### src/status_ctrl_pkg.sv
// constants, field positions and codes for the status pin and ref select bank
// Overview of operation
// - lock pin source picks one of nineteen status signals by 5-bit code.
// - output type 3 passes the signal, type 4 inverts it.
// - lock pin type codes: 3 push-pull, 4 inverted, 5 open-source, 6 open-drain.
// - gating bits hold realignment asserted until the chosen loop locks.
// - tracking makes the DAC follow first-loop tuning outside holdover; count always readable.
// - holdover field: 1 disables, 2 enables, 0 and 3 reserved.
// - holdover pin source uses the same nineteen-entry code as lock pin.
// - holdover pin type codes 3 to 6 as for the lock pin.
// - input-1 status pin source by 3-bit code, ignored while pin is input.
// - input-0 status pin type: 0-2 inputs, 3-6 output kinds.
// - input-0 status pin source by 3-bit code, ignored while pin is input.
// - first-loop lock falling enters holdover and switches, unless ignore bit set.
// - reference mode: 0-2 forced, 3 pins, 4 auto, 6 auto with pin next.
// - select pins active high with polarity 0, active low with 1.
// - auto switching skips disabled inputs, order 0, 1, 2, back to 0.
// - input loss asserts after inactivity of 1200, 206, 52.9 or 23.7 ns.
package status_ctrl_pkg;
  localparam logic [4:0] ADDR_LOCK_HOLD = 5'h0c;
  localparam logic [4:0] ADDR_PINS_REF = 5'h0d;
  localparam logic [4:0] ADDR_LOSS_CFG = 5'h0e;
  localparam logic [31:0] RST_LOCK_HOLD = 32'h0300_004c;
  localparam logic [31:0] RST_PINS_REF = 32'h0300_00ed;
  localparam logic [31:0] RST_LOSS_CFG = 32'h0000_000e;
  localparam int WORD_W = 32;
  localparam int ADDR_HI = 4;
  localparam int SRC_HI = 31;
  localparam int SRC_LO = 27;
  localparam int TYPE_HI = 26;
  localparam int TYPE_LO = 24;
  localparam int REALIGN2_BIT = 23;
  localparam int REALIGN1_BIT = 22;
  localparam int TRACK_BIT = 8;
  localparam int HMODE_HI = 7;
  localparam int HMODE_LO = 6;
  localparam int IN1_SEL_HI = 22;
  localparam int IN1_SEL_LO = 20;
  localparam int IN0_TYPE_HI = 18;
  localparam int IN0_TYPE_LO = 16;
  localparam int IGNORE_BIT = 15;
  localparam int IN0_SEL_HI = 14;
  localparam int IN0_SEL_LO = 12;
  localparam int MODE_HI = 11;
  localparam int MODE_LO = 9;
  localparam int POL_BIT = 8;
  localparam int EN_HI = 7;
  localparam int EN_LO = 5;
  localparam int LOS_HI = 31;
  localparam int LOS_LO = 30;
  localparam int DAC_W = 10;
  localparam int RB_DAC_LO = 14;
  localparam int SRC_COUNT = 19;
  localparam int SMALL_COUNT = 7;
  localparam real CLK_PERIOD_NS = 8.0;
  localparam real LOS_T0_NS = 1200.0;
  localparam real LOS_T1_NS = 206.0;
  localparam real LOS_T2_NS = 52.9;
  localparam real LOS_T3_NS = 23.7;
  localparam int LOS_CYC0 = int'($ceil(LOS_T0_NS / CLK_PERIOD_NS));
  localparam int LOS_CYC1 = int'($ceil(LOS_T1_NS / CLK_PERIOD_NS));
  localparam int LOS_CYC2 = int'($ceil(LOS_T2_NS / CLK_PERIOD_NS));
  localparam int LOS_CYC3 = int'($ceil(LOS_T3_NS / CLK_PERIOD_NS));
  localparam logic [1:0] HOLD_DIS = 2'h1;
  localparam logic [1:0] HOLD_EN = 2'h2;
  typedef enum logic [2:0] {
    PT_IN = 3'h0, PT_IN_PU = 3'h1, PT_IN_PD = 3'h2, PT_PP = 3'h3,
    PT_INV = 3'h4, PT_OS = 3'h5, PT_OD = 3'h6, PT_RSV = 3'h7
  } pin_type_t;
  typedef enum logic [2:0] {
    RM_FORCE0 = 3'h0, RM_FORCE1 = 3'h1, RM_FORCE2 = 3'h2, RM_PINS = 3'h3,
    RM_AUTO = 3'h4, RM_RSV5 = 3'h5, RM_AUTO_PIN = 3'h6, RM_RSV7 = 3'h7
  } ref_mode_t;
  typedef enum logic [0:0] {HS_NORMAL = 1'b0, HS_HOLD = 1'b1} hold_state_t;
endpackage

### src/status_pin_driver.sv
// output stage of one status pin: polarity and drive kind by type code
`timescale 1ns/1ps
module status_pin_driver (
  input wire logic clock, // core clock
  input wire logic rst_n, // sync reset
  input wire logic sig, // selected status signal
  input wire logic [2:0] ptype, // pin type code
  output logic pin_drive, // level driven
  output logic pin_oe // high while driving
);
  import status_ctrl_pkg::*;
  always_ff @(posedge clock) begin
    if (!rst_n) begin
      pin_drive <= 1'b0;
      pin_oe <= 1'b0;
    end else begin
      unique case (pin_type_t'(ptype))
        PT_PP: begin pin_drive <= sig; pin_oe <= 1'b1; end
        PT_INV: begin pin_drive <= !sig; pin_oe <= 1'b1; end
        PT_OS: begin pin_drive <= 1'b1; pin_oe <= sig; end
        PT_OD: begin pin_drive <= 1'b0; pin_oe <= !sig; end
        // inputs and reserved codes release the pin
        default: begin pin_drive <= 1'b0; pin_oe <= 1'b0; end
      endcase
    end
  end
endmodule

### src/ref_loss_monitor.sv
// inactivity watchdog on one reference input pin
`timescale 1ns/1ps
module ref_loss_monitor (
  input wire logic clock, // core clock
  input wire logic rst_n, // sync reset
  input wire logic ref_pin, // raw reference input
  input wire logic [1:0] timeout_sel, // timeout code
  output logic absent // input absent flag
);
  import status_ctrl_pkg::*;
  logic s1_r, s2_r, s3_r;
  logic [7:0] idle_r;
  logic [7:0] limit;
  always_comb begin
    unique case (timeout_sel)
      2'h0: limit = 8'(LOS_CYC0);
      2'h1: limit = 8'(LOS_CYC1);
      2'h2: limit = 8'(LOS_CYC2);
      default: limit = 8'(LOS_CYC3);
    endcase
  end
  always_ff @(posedge clock) begin
    if (!rst_n) begin
      s1_r <= 1'b0;
      s2_r <= 1'b0;
      s3_r <= 1'b0;
    end else begin
      s1_r <= ref_pin;
      s2_r <= s1_r;
      s3_r <= s2_r;
    end
  end
  // any edge counts as activity; a fast input only aliases, never stalls
  always_ff @(posedge clock) begin
    if (!rst_n) begin
      idle_r <= 8'h00;
      absent <= 1'b1;
    end else if (s2_r != s3_r) begin
      idle_r <= 8'h00;
      absent <= 1'b0;
    end else begin
      if (idle_r != 8'hff) idle_r <= idle_r + 8'h01;
      // nine bits so the saturated count cannot wrap back to zero
      absent <= ({1'b0, idle_r} + 9'h001 >= {1'b0, limit});
    end
  end
endmodule

### src/status_ctrl.sv
// status pin muxing, holdover, realignment gating and reference choice
`timescale 1ns/1ps
module status_ctrl (
  input wire logic clock, // core clock, 125 MHz
  input wire logic rst_n, // sync reset, active low
  input wire logic cfg_clk, // serial port clock pin
  input wire logic cfg_data, // serial port data pin
  input wire logic cfg_latch, // serial port latch pin
  input wire logic first_lock, // first loop digital lock flag
  input wire logic second_lock, // second loop digital lock flag
  input wire logic dac_locked, // DAC locked flag
  input wire logic dac_rail, // DAC at rail
  input wire logic dac_low, // DAC below low trip
  input wire logic dac_high, // DAC above high trip
  input wire logic [7:0] div_taps, // loop divider outputs and halves
  input wire logic [9:0] tune_level, // first loop tuning level
  input wire logic [2:0] ref_in, // reference input pins
  input wire logic in0_pin_level, // input-0 status pin level
  input wire logic in1_pin_level, // input-1 status pin level
  output logic lock_pin, // lock status pin drive
  output logic lock_pin_oe, // lock status pin enable
  output logic hold_pin, // holdover status pin drive
  output logic hold_pin_oe, // holdover status pin enable
  output logic in0_pin_drive, // input-0 status pin drive
  output logic in0_pin_oe, // input-0 status pin enable
  output logic in1_pin_drive, // input-1 status pin drive
  output logic in1_pin_oe, // input-1 status pin enable
  output logic [1:0] ref_choice, // chosen first loop reference
  output logic holdover_active, // holdover state
  output logic switch_event, // clock switch event pulse
  output logic realign_hold, // output realignment held
  output logic [9:0] dac_count_readback // tracked DAC count
);
  import status_ctrl_pkg::*;

  localparam int NSYNC = 19;
  logic [NSYNC-1:0] s1_r, s2_r;
  logic clk_d_r, latch_d_r, lock1_d_r;
  logic [WORD_W-1:0] shift_r, rb_shift_r;
  logic [WORD_W-1:0] lock_hold_r, pins_ref_r, loss_cfg_r;
  logic [1:0] choice_r;
  hold_state_t hold_r;
  logic event_r, realign_r;
  logic [DAC_W-1:0] dac_r;
  logic [2:0] absent;

  // two-stage synchroniser for every pin-side input except tune_level, taken direct, and ref_in, which the loss monitors synchronise
  always_ff @(posedge clock) begin
    if (!rst_n) begin
      s1_r <= '0;
      s2_r <= '0;
    end else begin
      s1_r <= {cfg_clk, cfg_data, cfg_latch, first_lock, second_lock,
               dac_locked, dac_rail, dac_low, dac_high, div_taps,
               in0_pin_level, in1_pin_level};
      s2_r <= s1_r;
    end
  end

  logic sc_clk, sc_data, sc_latch, lk1, lk2, dlk, drail, dlo, dhi;
  logic [7:0] taps;
  logic p0, p1;
  assign {sc_clk, sc_data, sc_latch, lk1, lk2, dlk, drail, dlo, dhi, taps,
          p0, p1} = s2_r;

  always_ff @(posedge clock) begin
    if (!rst_n) begin
      clk_d_r <= 1'b0;
      latch_d_r <= 1'b0;
      lock1_d_r <= 1'b0;
    end else begin
      clk_d_r <= sc_clk;
      latch_d_r <= sc_latch;
      lock1_d_r <= lk1;
    end
  end

  logic clk_rise, latch_rise, lock1_fall;
  assign clk_rise = sc_clk && !clk_d_r;
  assign latch_rise = sc_latch && !latch_d_r;
  assign lock1_fall = lock1_d_r && !lk1;

  // serial word shifts in msb first; the low bits carry the address
  always_ff @(posedge clock) begin
    if (!rst_n) begin
      shift_r <= '0;
    end else if (clk_rise) begin
      shift_r <= {shift_r[WORD_W-2:0], sc_data};
    end
  end

  // fields move only on latch, so pins never see a half-shifted word
  always_ff @(posedge clock) begin
    if (!rst_n) begin
      lock_hold_r <= RST_LOCK_HOLD;
      pins_ref_r <= RST_PINS_REF;
      loss_cfg_r <= RST_LOSS_CFG;
    end else if (latch_rise) begin
      if (shift_r[ADDR_HI:0] == ADDR_LOCK_HOLD) lock_hold_r <= shift_r;
      if (shift_r[ADDR_HI:0] == ADDR_PINS_REF) pins_ref_r <= shift_r;
      if (shift_r[ADDR_HI:0] == ADDR_LOSS_CFG) loss_cfg_r <= shift_r;
    end
  end

  // readback word loads on latch, shifts out one bit per serial clock
  always_ff @(posedge clock) begin
    if (!rst_n) begin
      rb_shift_r <= '0;
    end else if (latch_rise) begin
      rb_shift_r <= WORD_W'({dac_r, RB_DAC_LO'(0)});
    end else if (clk_rise) begin
      rb_shift_r <= {rb_shift_r[WORD_W-2:0], 1'b0};
    end
  end

  logic rb_bit;
  assign rb_bit = rb_shift_r[WORD_W-1];

  logic [4:0] lock_sel, hold_sel;
  logic [2:0] lock_type, hold_type, in0_type, in1_type, in0_sel, in1_sel;
  logic [1:0] hmode, los_sel;
  logic [2:0] en;
  logic ignore, pol, track;
  ref_mode_t mode;
  assign lock_sel = lock_hold_r[SRC_HI:SRC_LO];
  assign lock_type = lock_hold_r[TYPE_HI:TYPE_LO];
  assign hmode = lock_hold_r[HMODE_HI:HMODE_LO];
  assign track = lock_hold_r[TRACK_BIT];
  assign hold_sel = pins_ref_r[SRC_HI:SRC_LO];
  assign hold_type = pins_ref_r[TYPE_HI:TYPE_LO];
  assign in1_sel = pins_ref_r[IN1_SEL_HI:IN1_SEL_LO];
  assign in0_type = pins_ref_r[IN0_TYPE_HI:IN0_TYPE_LO];
  assign ignore = pins_ref_r[IGNORE_BIT];
  assign in0_sel = pins_ref_r[IN0_SEL_HI:IN0_SEL_LO];
  assign mode = ref_mode_t'(pins_ref_r[MODE_HI:MODE_LO]);
  assign pol = pins_ref_r[POL_BIT];
  assign en = pins_ref_r[EN_HI:EN_LO];
  assign los_sel = loss_cfg_r[LOS_HI:LOS_LO];
  assign in1_type = loss_cfg_r[TYPE_HI:TYPE_LO];

  function automatic logic pick_src(input logic [4:0] sel,
                                    input logic [SRC_COUNT-1:0] v);
    pick_src = (sel < 5'(SRC_COUNT)) ? v[sel] : 1'b0;
  endfunction

  function automatic logic pick_small(input logic [2:0] sel,
                                      input logic [SMALL_COUNT-1:0] v);
    pick_small = (sel < 3'(SMALL_COUNT)) ? v[sel] : 1'b0;
  endfunction

  function automatic logic [1:0] next_ref(input logic [1:0] cur,
                                          input logic [2:0] ena);
    logic [1:0] a, b;
    a = (cur == 2'h2) ? 2'h0 : cur + 2'h1;
    b = (a == 2'h2) ? 2'h0 : a + 2'h1;
    if (ena[a]) next_ref = a;
    else if (ena[b]) next_ref = b;
    else next_ref = cur;
  endfunction

  // codes 11..18 are the divider taps; 6 is unused and reads low
  logic [SRC_COUNT-1:0] big_src;
  assign big_src = {taps, dhi, dlo, drail, rb_bit, 1'b0, dlk,
                    hold_r == HS_HOLD, lk1 && lk2, lk2, lk1, 1'b0};

  logic lock_sig, hold_sig, in0_sig, in1_sig;
  assign lock_sig = pick_src(lock_sel, big_src);
  assign hold_sig = pick_src(hold_sel, big_src);
  assign in0_sig = pick_small(in0_sel, {rb_bit, dhi, dlo, dlk,
                   choice_r == 2'h0, absent[0], 1'b0});
  assign in1_sig = pick_small(in1_sel, {rb_bit, dhi, dlo, dlk,
                   choice_r == 2'h1, absent[1], 1'b0});

  // an input-type code releases the pin, so the source code has no effect
  status_pin_driver u_lock_drv (
    .clock(clock), .rst_n(rst_n), .sig(lock_sig), .ptype(lock_type),
    .pin_drive(lock_pin), .pin_oe(lock_pin_oe));
  status_pin_driver u_hold_drv (
    .clock(clock), .rst_n(rst_n), .sig(hold_sig), .ptype(hold_type),
    .pin_drive(hold_pin), .pin_oe(hold_pin_oe));
  status_pin_driver u_in0_drv (
    .clock(clock), .rst_n(rst_n), .sig(in0_sig), .ptype(in0_type),
    .pin_drive(in0_pin_drive), .pin_oe(in0_pin_oe));
  status_pin_driver u_in1_drv (
    .clock(clock), .rst_n(rst_n), .sig(in1_sig), .ptype(in1_type),
    .pin_drive(in1_pin_drive), .pin_oe(in1_pin_oe));

  genvar gi;
  generate
    for (gi = 0; gi < 3; gi++) begin : g_loss
      ref_loss_monitor u_mon (
        .clock(clock), .rst_n(rst_n), .ref_pin(ref_in[gi]),
        .timeout_sel(los_sel), .absent(absent[gi]));
    end
  endgenerate

  // pins act as selects only while configured as inputs
  logic sel0, sel1;
  logic [1:0] pin_code;
  assign sel0 = (in0_type <= 3'(PT_IN_PD)) && (p0 ^ pol);
  assign sel1 = (in1_type <= 3'(PT_IN_PD)) && (p1 ^ pol);
  assign pin_code = {sel1, sel0};

  logic fall_evt;
  assign fall_evt = lock1_fall && !ignore;

  // holdover: entered on lock loss, left once the first loop relocks
  always_ff @(posedge clock) begin
    if (!rst_n) begin
      hold_r <= HS_NORMAL;
    end else begin
      unique case (hold_r)
        HS_NORMAL: if (fall_evt && hmode == HOLD_EN) hold_r <= HS_HOLD;
        HS_HOLD: if (lk1 || hmode != HOLD_EN) hold_r <= HS_NORMAL;
      endcase
    end
  end

  always_ff @(posedge clock) begin
    if (!rst_n) begin
      event_r <= 1'b0;
    end else begin
      event_r <= fall_evt;
    end
  end

  // pin code 3 names no input; pin mode keeps the present choice, mode 6 steps to the next enabled input
  always_ff @(posedge clock) begin
    if (!rst_n) begin
      choice_r <= 2'h0;
    end else begin
      unique case (mode)
        RM_FORCE0, RM_FORCE1, RM_FORCE2: choice_r <= 2'(mode);
        RM_PINS: if (pin_code != 2'h3) choice_r <= pin_code;
        RM_AUTO: if (fall_evt) choice_r <= next_ref(choice_r, en);
        RM_AUTO_PIN: begin
          if (fall_evt) begin
            if (pin_code != 2'h3 && en[pin_code]) choice_r <= pin_code;
            else choice_r <= next_ref(choice_r, en);
          end
        end
        default: choice_r <= choice_r;
      endcase
    end
  end

  // gating relies on realign qualify staying clear elsewhere
  always_ff @(posedge clock) begin
    if (!rst_n) begin
      realign_r <= 1'b0;
    end else begin
      realign_r <= (lock_hold_r[REALIGN2_BIT] && !lk2) ||
                   (lock_hold_r[REALIGN1_BIT] && !lk1);
    end
  end

  // freezing in holdover keeps the last good tuning for the DAC
  always_ff @(posedge clock) begin
    if (!rst_n) begin
      dac_r <= '0;
    end else if (track && hold_r == HS_NORMAL) begin
      dac_r <= tune_level;
    end
  end

  assign ref_choice = choice_r;
  assign holdover_active = (hold_r == HS_HOLD);
  assign switch_event = event_r;
  assign realign_hold = realign_r;
  assign dac_count_readback = dac_r;
endmodule

### config.mk
export PLATFORM = sky130hd
export DESIGN_NAME = status_ctrl
export DESIGN_NICKNAME = d
export VERILOG_FILES = /design/src/status_ctrl_pkg.sv /design/src/status_pin_driver.sv /design/src/ref_loss_monitor.sv /design/src/status_ctrl.sv
export SDC_FILE = /design/constraint.sdc
export NUM_CORES = 1
export LEC_CHECK = 0
export BUFFER_PORTS_ARGS = -buffer_cell sky130_fd_sc_hd__buf_2
export CORE_MARGIN = 4
export CORE_UTILIZATION = 55
export DETAILED_ROUTE_END_ITERATION = 8
export PLACE_DENSITY = 0.74
export SLEW_MARGIN = 40
export SYNTH_ARGS = -nofsm -noshare
export SYNTH_HDL_FRONTEND = slang
export SYNTH_SLANG_ARGS = --single-unit
### constraint.sdc
create_clock -name clock -period 2.7 [get_ports clock]
set_input_delay 0.405 -clock clock [delete_from_list [all_inputs] [get_ports clock]]
set_output_delay 0.405 -clock clock [all_outputs]
set_load 0.02 [all_outputs]
==> results of run 1 <==
## through the flow
stage          hold slack (ps)  power, uW  cell area, um^2
2_1_floorplan              397       2930             7320
3_3_place_gp               413       2980             7680
3_5_place_dp               418       2990             7680
4_1_cts                    162       5350             8250
5_1_grt                    160       5500             8250
6_report                   177       5310             8250
## final cells by class
class,count,area [um^2],area share
flip-flops and latches,181,3620,0.439
clock inverters,13,141,0.0171
repair buffers,67,365,0.0443
well taps,172,215,0.0261
multi-input cells,586,3370,0.409
inverters,27,101,0.0123
clock buffers,18,429,0.0520
## final timing paths
check                                                    endpoint                                    from  slack [ps]
worst min register to register                 s2_r[0]$_SDFF_PN0_                      s1_r[0]$_SDFF_PN0_         430
worst max-delay path            g_loss[1].u_mon.absent$_SDFF_PN1_  g_loss[1].u_mon.idle_r[2]$_SDFFE_PP0N_         490
worst max register to register  g_loss[1].u_mon.absent$_SDFF_PN1_  g_loss[1].u_mon.idle_r[2]$_SDFFE_PP0N_         490
worst min-delay path                           s1_r[3]$_SDFF_PN0_                             div_taps[1]         180
## cells in the mapped netlist (2+ instances only)
master       n
nand2_1    190
mux2_2       2
nor2b_1     10
o21ai_0      8
ha_1        12
mux2i_1     21
a22oi_1      2
a31o_2       3
a31oi_1      5
dfxtp_1    181
and3_1       2
or3b_1       2
a21boi_0     2
a211oi_1     5
xor2_1       5
or3_1        5
nand2b_1    14
buf_6        3
o211a_1      3
or2_2        2
nand4b_1     5
nor3_1      11
a311oi_1    10
and4_1       2
nor2_1      46
buf_2        8
clkbuf_1    36
a221oi_1     3
mux4_2       4
a311o_1      3
a21oi_1     92
a21o_1       4
and2_1      47
nand4_1      2
xnor2_1     13
nand3_1     18
o41ai_1      4
o22ai_1      2
inv_1       26
o211ai_1     3
o2111ai_1    6
buf_1        4
## routing by layer
metal  global-route usage  routed length, um  up-vias
met3               0.0512                712       26
met1                0.283               7010     2746
met4               0.0699                272        0
met5                    0                  0        -
met2                0.355               7520      142
li1                     -                  -     2932
## power groups by stage
stage | registers [uW] | logic (uW) | clock network (uW)
floorplan | 2800 | 127 | 0
global placement | 2810 | 178 | 0
detailed placement | 2810 | 187 | 0
CTS | 2750 | 187 | 2410
global route | 2750 | 212 | 2540
finish | 2750 | 186 | 2380
## kinds of logic (layout without fill, tap and decap cells)
family          Yosys count  count (layout)  share of synthesized area
xor+xnor                 18              18                     0.0215
compound gates          166             166                      0.143
fa+ha+maj                12              12                     0.0205
buf+inv                  78             125                     0.0445
mux                      27              27                     0.0441
simple gates            363             363                      0.231
flops                   181             181                      0.495
## registers in the layout (all words and copies together) (netlist names), 2 cells and up
register / cells
shift_r: 32
pins_ref_r: 25
s1_r: 19
s2_r: 19
rb_shift_r: 18
g_loss.u_mon.idle_r: 16
lock_hold_r: 13
dac_count_readback: 10
loss_cfg_r: 5
g_loss.u_mon.absent: 2
g_loss.u_mon.s1_r: 2
g_loss.u_mon.s2_r: 2
g_loss.u_mon.s3_r: 2
ref_choice: 2
## worst max-delay path: stages (launching register included)
cell and delay, ps:
dfxtp_1 410, and4_1 320, and4_1 230, xnor2_1 150, inv_1 70, ha_1 300, a21boi_0 130, o21a_1 200
nor4_1 200, a211oi_1 80
==> out/metrics.csv, run 1 <==
stage,metric,value,unit
outcome,status,completed,
cts,cts_buffers,17,
power_and_ir_drop,pwr-share-comb,0.035,
power_and_ir_drop,vdd_drop_max,0.526,mV
synthesis,ys_types,61,
finish,antenna_cells,0,
route,dr_total_vias,5846,
synthesis,synth.largest_area_cell,dfxtp_1,
grt,grt_usage,0.216,
synthesis,synth_fp_nets,891,
synthesis,yosys_warnings,0,
critical_path,cp.required,3010,ps
grt,antenna_found_initial,0,
cts,cts_tree,done,
placed_design,port_buffers,55,
power_and_ir_drop,switchingPower,1220,uW
critical_path,critical_path_arrival,2530,ps
cts,insertion_delay,430,ps
cts,cts.repair.resized,0,
synthesis,synth_edf_count,0,
finish,nets,926,
synthesis,synth_top_area_frac,0.495,
critical_path,crit_type,reg2reg,
sta,hold_violations,0,
sta,grt_setup_unrepaired,no,
power_and_ir_drop,p_sw_frac,0.230,
route,viasPerCell,5.49,
route,detail_route.first_pass.iterations,5,
power_and_ir_drop,power_density,644,nW/um^2
placed_design,post-place-cells,1033,
sta,max_freq,0.452,GHz
grt,grt_max_degree,44,
critical_path,cp-start-kind,register,
synthesis,ys_ff_latch,181,
floorplanning,io_pins,57,
route,antenna_left,0,
finish,drive_above_1_share,0.128,
finish,fin_util,0.643,
floorplanning,rows,41,
synthesis,async_flop_share,0,
worst_hold_path,min_path_type,in2reg,
sta,timing.final.ws_setup,485,ps
power_and_ir_drop,power_frac_clock,0.447,
finish,syn_to_final_growth,12.7,%
placed_design,place_ws,529,ps
route,drc,0,
job,cap_violations,0,
cts,post_cts_buffers,0,
floorplanning,die_x,123,um
synthesis,synthFlopType,dfxtp_1,
grt,grt_pass1_vias,5542,
synthesis,synth.area.top_cells,"dfxtp_1, nand2_1, a21oi_1, and2_1, mux2i_1",
sta,slew_violations,0,
power_and_ir_drop,p_leak,0.00314,uW
cts,cts_hold_buf,0,
worst_hold_path,hold_depth,2,
critical_path,worstPathMaxFanout,6,
finish,nFillCells,1094,
synthesis,synth_seq_area_share,0.495,
critical_path,reg2reg_depth,9,
sta,min_period_over_period,0.820,
floorplanning,die_area,15200,um^2
grt,grt_pass1_wl,26.2,mm
synthesis,synth.avg_cell_area,8.66,um^2
grt,grt-ovfl-total,0,
synthesis,syn_inst,845,
cts,clock_path_buffers,2,
finish,final_cell_mix,"nand2_1, dfxtp_1, a21oi_1",
finish,layout_commonest_cell,nand2_1,
cts,cts_root_buffer,clkbuf_16,
synthesis,syn-cell-area,7320,um^2
route,drt-total-wl,15.5,mm
power_and_ir_drop,intPower,4090,uW
finish,final_cells,1064,
sta,fin_skew,12.8,ps
cts,clk_pin_slew,70,ps
floorplanning,core_area,12800,um^2
cts,clock-sinks,181,
sta,relSlewSlack,0.497,
floorplanning,initial_core_util,0.571,
cts,htree_num_levels,4,
route,wl_per_cell,14.6,um
sta,tightest_slew,753,ps
critical_path,endpoint_kind,register,
sta,setup-tns-final,0,ps
sta,setup_viol,0,
placed_design,place.gp.congestion,0.871,
placed_design,dpl.hpwl,10.7,mm
sta,post-route-min-period,2210,ps
floorplanning,die_h,123,um
power_and_ir_drop,seqPwrFrac,0.518,
route,dr.first_iter.drc_count,456,
Power figures use the tool's default switching activity.
==> run 2: changes to the inputs <==
--- a/config.mk
+++ b/config.mk
@@ -7,9 +7,9 @@
 export LEC_CHECK = 0
 export BUFFER_PORTS_ARGS = -buffer_cell sky130_fd_sc_hd__buf_2
 export CORE_MARGIN = 4
-export CORE_UTILIZATION = 55
+export CORE_UTILIZATION = 54
 export DETAILED_ROUTE_END_ITERATION = 8
-export PLACE_DENSITY = 0.74
+export PLACE_DENSITY = 0.76
 export SLEW_MARGIN = 40
 export SYNTH_ARGS = -nofsm -noshare
 export SYNTH_HDL_FRONTEND = slang
==> constraint.sdc (replaced) <==
create_clock -name clock -period 2 [get_ports clock]
set_input_delay 0.3 -clock clock [delete_from_list [all_inputs] [get_ports clock]]
set_output_delay 0.3 -clock clock [all_outputs]
set_load 0.02 [all_outputs]
==> out/metrics.csv, run 2 (synthesized netlist as in run 1, its figures left out) <==
stage,metric,value,unit
grt,grt_pass1_wl,25.0,mm
sta,fin_skew,8.46,ps
finish,drive_above_1_share,0.156,
placed_design,place.gp.congestion,0.874,
critical_path,cp.required,2340,ps
route,drc,0,
cts,htree_num_levels,4,
floorplanning,rows,42,
finish,final_cell_mix,"nand2_1, dfxtp_1, a21oi_1",
finish,final_cells,1084,
sta,post-route-min-period,1940,ps
route,dr.first_iter.drc_count,412,
route,viasPerCell,5.36,
job,cap_violations,0,
critical_path,r2r-start,g_loss[1].u_mon.idle_r[4]$_SDFFE_PP0N_,
floorplanning,initial_core_util,0.553,
route,dr_total_vias,5806,
sta,timing.final.ws_setup,56.3,ps
route,antenna_left,0,
sta,min_period_over_period,0.972,
finish,nets,941,
critical_path,reg2reg_depth,9,
cts,clk_pin_slew,70,ps
power_and_ir_drop,p_leak,0.00324,uW
finish,antenna_cells,0,
critical_path,path_buf_inv,1,
power_and_ir_drop,power_density,858,nW/um^2
finish,nFillCells,1135,
critical_path,crit_type,reg2reg,
route,drt-total-wl,14.9,mm
cts,clock-sinks,181,
sta,setup-tns-final,0,ps
worst_hold_path,hp-start,ref_in[0],
critical_path,worstPathMaxFanout,3,
sta,slew_violations,0,
worst_hold_path,min_path_type,in2reg,
critical_path,worst_path_dominant_cell_family,compound AO/OA/AOI/OAI gates,
floorplanning,core_area,13200,um^2
power_and_ir_drop,vdd_drop_max,0.666,mV
critical_path,endpoint_kind,register,
finish,layout_commonest_cell,nand2_1,
critical_path,critical_path_arrival,2290,ps
finish,largest_reg_flops,32,
cts,cts_tree,done,
grt,grt_usage,0.192,
placed_design,place_ws,-39.2,ps
sta,setup_viol,0,
grt,grt_pass1_vias,5394,
route,wl_per_cell,13.7,um
sta,tightest_slew,701,ps
outcome,status,completed,
sta,relSlewSlack,0.532,
placed_design,dpl.hpwl,10.1,mm
finish,top_regs,"shift_r: 32 flops, pins_ref_r: 25 flops",
sta,hold_violations,0,
cts,cts_root_buffer,clkbuf_16,
cts,cts_buffers,17,
critical_path,r2r_slack,60,ps
placed_design,post-place-cells,1047,
finish,syn_to_final_growth,15.9,%
cts,insertion_delay,420,ps
route,detail_route.first_pass.iterations,5,
critical_path,r2r-end,g_loss[1].u_mon.absent$_SDFF_PN1_,
worst_hold_path,hold_depth,2,
floorplanning,io_pins,57,
floorplanning,die_x,124,um
critical_path,slowest_delay,340,ps
grt,antenna_found_initial,0,
placed_design,port_buffers,55,
grt,grt_max_degree,51,
critical_path,path_cells,"and4_1, and4_4, xnor2_4, inv_2, ha_4, a21boi_1, o21a_1, nor3_2, a211oi_2",
sta,max_freq,0.514,GHz
cts,clock_path_buffers,2,
critical_path,cp-start-kind,register,
floorplanning,die_h,124,um
grt,grt-ovfl-total,0,
critical_path,slowest_stage,dfxtp_2,
finish,regMostFlops,shift_r,
finish,fin_util,0.640,
sta,grt_setup_unrepaired,yes,
floorplanning,die_area,15500,um^2
worst_hold_path,holdPathEnd,g_loss[0].u_mon.s1_r$_SDFF_PN0_,
[run 2: cell count changes in the layout (fill, tap and decap cells not counted), moves of 2 or more]
cell and change:
buf_12 +3, buf_4 +12, clkbuf_1 +3, clkinv_4 -2, dfxtp_1 -6, dfxtp_2 +6
ha_1 -2, xnor2_1 -2
[run 2: timing repair]
item | CTS | global route
endpoints found under the setup margin | 2 | 3
pin swaps | 3 | 8
resized for setup | 0 | 17
hold endpoints to repair | 0 | 0
hold buffers | 0 | 0
setup buffers | 3 | 2
[run 2: how the worst max path moves through the flow]
| stage | startpoint | end | slack, ps | cells after the start |
|---|---|---|---|---|
| 6_report | g_loss[1].u_mon.idle_r[4]$_SDFFE_PP0N_ | g_loss[1].u_mon.absent$_SDFF_PN1_ | 60 | 9 |
| 4_1_cts | g_loss[1].u_mon.idle_r[4]$_SDFFE_PP0N_ | g_loss[1].u_mon.absent$_SDFF_PN1_ | -30 | 9 |
| 5_1_grt | g_loss[1].u_mon.idle_r[4]$_SDFFE_PP0N_ | g_loss[1].u_mon.absent$_SDFF_PN1_ | -70 | 9 |
| 2_1_floorplan | g_loss[1].u_mon.idle_r[3]$_SDFFE_PP0N_ | g_loss[1].u_mon.absent$_SDFF_PN1_ | 10 | 10 |
| 3_5_place_dp | g_loss[1].u_mon.idle_r[4]$_SDFFE_PP0N_ | g_loss[1].u_mon.absent$_SDFF_PN1_ | -40 | 9 |
| 3_3_place_gp | g_loss[0].u_mon.idle_r[0]$_SDFFE_PP0N_ | g_loss[0].u_mon.absent$_SDFF_PN1_ | 0.2 | 8 |
[run 2: final cells by class]
cell class / count / area [um^2] / share of cell area
flip-flops and latches: 181 / 3630 / 0.428
multi-input cells: 586 / 3440 / 0.405
repair buffers: 82 / 515 / 0.0608
clock buffers: 21 / 440 / 0.0519
well taps: 176 / 220 / 0.0260
clock inverters: 11 / 138 / 0.0162
inverters: 27 / 101 / 0.0119
[run 2: power by group]
part | internal [uW] | switching, uW | total, uW
registers | 3670 | 36.2 | 3710
clock network | 1870 | 1420 | 3290
logic | 124 | 157 | 281
total | 5670 | 1610 | 7280
[run 2: per-stage QoR]
step	power, uW	instance area (um^2)	hold slack, ps
detailed placement	4060	7800	417
global placement	4050	7800	413
floorplan	3950	7320	397
global route	7510	8480	67.7
CTS	7330	8400	62.8
finish	7280	8480	77.4
[run 2: metal layers]
metal / GRT usage / up-vias / part of all wire
met4: 0.0606 / 0 / 0.013
li1: - / 2968 / -
met5: 0 / - / 0
met2: 0.315 / 133 / 0.47
met1: 0.250 / 2690 / 0.47
met3: 0.0463 / 15 / 0.047
==> run 3: changes to the inputs <==
--- a/config.mk
+++ b/config.mk
@@ -10,6 +10,7 @@
 export CORE_UTILIZATION = 54
 export DETAILED_ROUTE_END_ITERATION = 8
 export PLACE_DENSITY = 0.76
+export RECOVER_POWER = 25
 export SLEW_MARGIN = 40
 export SYNTH_ARGS = -nofsm -noshare
 export SYNTH_HDL_FRONTEND = slang
==> out/metrics.csv, run 3 (synthesized netlist as in run 1, its figures left out) <==
stage,metric,value,unit
cts,cts_root_buffer,clkbuf_16,
placed_design,postPlaceCellArea,7800,um^2
finish,drive_above_1_share,0.155,
sta,setup_viol,0,
power_and_ir_drop,p_leak,0.00323,uW
critical_path,crit_type,reg2reg,
placed_design,place.gp.congestion,0.874,
sta,max_freq,0.515,GHz
job,cap_violations,0,
critical_path,worst_path_dominant_cell_family,compound AO/OA/AOI/OAI gates,
power_and_ir_drop,power_density,858,nW/um^2
placed_design,dpl.hpwl,10.1,mm
critical_path,slowest_delay,340,ps
critical_path,r2r_slack,60,ps
sta,tightest_slew,701,ps
sta,slew_violations,0,
finish,regArea,3630,um^2
placed_design,place_ws,-39.2,ps
route,detail_route.first_pass.iterations,6,
cts,cts_hold_buf,0,
sta,grt_setup_unrepaired,yes,
route,drt-total-wl,14.9,mm
cts,clk_pin_slew,70,ps
critical_path,cp.required,2340,ps
finish,regMostFlops,shift_r,
route,dr_total_vias,5816,
finish,syn_to_final_growth,15.8,%
route,antenna_left,0,
critical_path,endpoint_kind,register,
worst_hold_path,holdPathEnd,g_loss[0].u_mon.s1_r$_SDFF_PN0_,
finish,top_regs,"shift_r: 32 flops, pins_ref_r: 25 flops",
sta,min_period_over_period,0.971,
cts,insertion_delay,420,ps
cts,htree_num_levels,4,
grt,grt_max_degree,51,
worst_hold_path,min_path_type,in2reg,
critical_path,critical_path_arrival,2290,ps
route,viasPerCell,5.37,
finish,nets,941,
finish,final_area,8480,um^2
critical_path,slowest_stage,dfxtp_2,
critical_path,cp-start-kind,register,
cts,cts_buffers,17,
worst_hold_path,hp-start,ref_in[0],
cts,cts_tree,done,
sta,hold_violations,0,
grt,grt_pass1_wl,25.0,mm
placed_design,port_buffers,55,
grt,grt_pass1_vias,5394,
grt,grt-ovfl-total,0,
critical_path,path_cells,"and4_1, and4_4, xnor2_4, inv_2, ha_4, a21boi_1, o21a_1, nor3_2, a211oi_2",
finish,nFillCells,1137,
sta,holdWs,78.3,ps
finish,antenna_cells,0,
cts,clock-sinks,181,
floorplanning,rows,42,
route,drc,0,
floorplanning,die_area,15500,um^2
finish,final_cell_mix,"nand2_1, dfxtp_1, a21oi_1",
sta,relSlewSlack,0.532,
critical_path,reg2reg_depth,9,
finish,multiInputGateArea,3440,um^2
critical_path,path_buf_inv,1,
floorplanning,die_x,124,um
sta,timing.final.ws_setup,57.6,ps
finish,largest_reg_flops,32,
worst_hold_path,hold_depth,2,
grt,antenna_found_initial,0,
critical_path,r2r-start,g_loss[1].u_mon.idle_r[4]$_SDFFE_PP0N_,
sta,fin_skew,8.04,ps
critical_path,worstPathMaxFanout,3,
grt,grt_usage,0.192,
route,wl_per_cell,13.7,um
floorplanning,die_h,124,um
floorplanning,io_pins,57,
critical_path,r2r-end,g_loss[1].u_mon.absent$_SDFF_PN1_,
route,dr.first_iter.drc_count,455,
outcome,status,completed,
cts,clock_path_buffers,2,
finish,layout_commonest_cell,nand2_1,
power_and_ir_drop,vdd_drop_max,0.667,mV
floorplanning,core_area,13200,um^2
sta,post-route-min-period,1940,ps
finish,fin_util,0.640,
floorplanning,initial_core_util,0.553,
[run 3: cell types whose count changed in the layout (fill, tap and decap cells not counted)]
cell      change
and2_1        -6
clkbuf_1      +1
buf_4         -1
and2_0        +6
[run 3: routing by layer]
layer,track usage,vias to the layer above,wire length (um)
met2,0.315,145,7000
met5,0,-,0
met1,0.250,2683,6940
li1,-,2971,-
met4,0.0606,0,209
met3,0.0463,17,748
[run 3: final cells by class]
cell class	instances	share of cell area
flip-flops and latches	181	0.428
inverters	27	0.0120
clock buffers	21	0.0519
repair buffers	82	0.0604
well taps	176	0.0260
multi-input cells	586	0.405
clock inverters	11	0.0162
[run 3: worst register-to-register path: stages, from the launching register on]
cell and delay, ps:
dfxtp_2 340, and4_1 200, and4_4 250, xnor2_4 130, inv_2 60, ha_4 270, a21boi_1 150, o21a_1 210
nor3_2 70, a211oi_2 190
[run 3: power breakdown]
part | internal, uW | switching [uW] | total [uW]
Clock | 1870 | 1420 | 3290
Combinational | 123 | 158 | 280
Sequential | 3670 | 36.3 | 3710
Total | 5670 | 1610 | 7280
[run 3: worst max path at each step]
stage | startpoint | endpoint | depth (start not counted)
final | g_loss[1].u_mon.idle_r[4]$_SDFFE_PP0N_ | g_loss[1].u_mon.absent$_SDFF_PN1_ | 9
after global placement | g_loss[0].u_mon.idle_r[0]$_SDFFE_PP0N_ | g_loss[0].u_mon.absent$_SDFF_PN1_ | 8
after global routing | g_loss[1].u_mon.idle_r[4]$_SDFFE_PP0N_ | g_loss[1].u_mon.absent$_SDFF_PN1_ | 9
after CTS | g_loss[1].u_mon.idle_r[4]$_SDFFE_PP0N_ | g_loss[1].u_mon.absent$_SDFF_PN1_ | 9
after detailed placement | g_loss[1].u_mon.idle_r[4]$_SDFFE_PP0N_ | g_loss[1].u_mon.absent$_SDFF_PN1_ | 9
after floorplan | g_loss[1].u_mon.idle_r[3]$_SDFFE_PP0N_ | g_loss[1].u_mon.absent$_SDFF_PN1_ | 10
[run 3: per-stage QoR]
step                      total power [uW]  instances  setup TNS (ps)
after global routing                  7510       1084           -74.1
after detailed placement              4060       1047           -57.4
after global placement                4050       1047               0
after CTS                             7330       1082           -26.8
after floorplan                       3950        845               0
final                                 7280       1084               0
[run 3: timing repair]
action                                  CTS  global route
gates resized for setup                   0            17
pin swaps                                 3             8
buffers inserted                          3             2
cloned                                    0             0
endpoints found under the setup margin    2             3
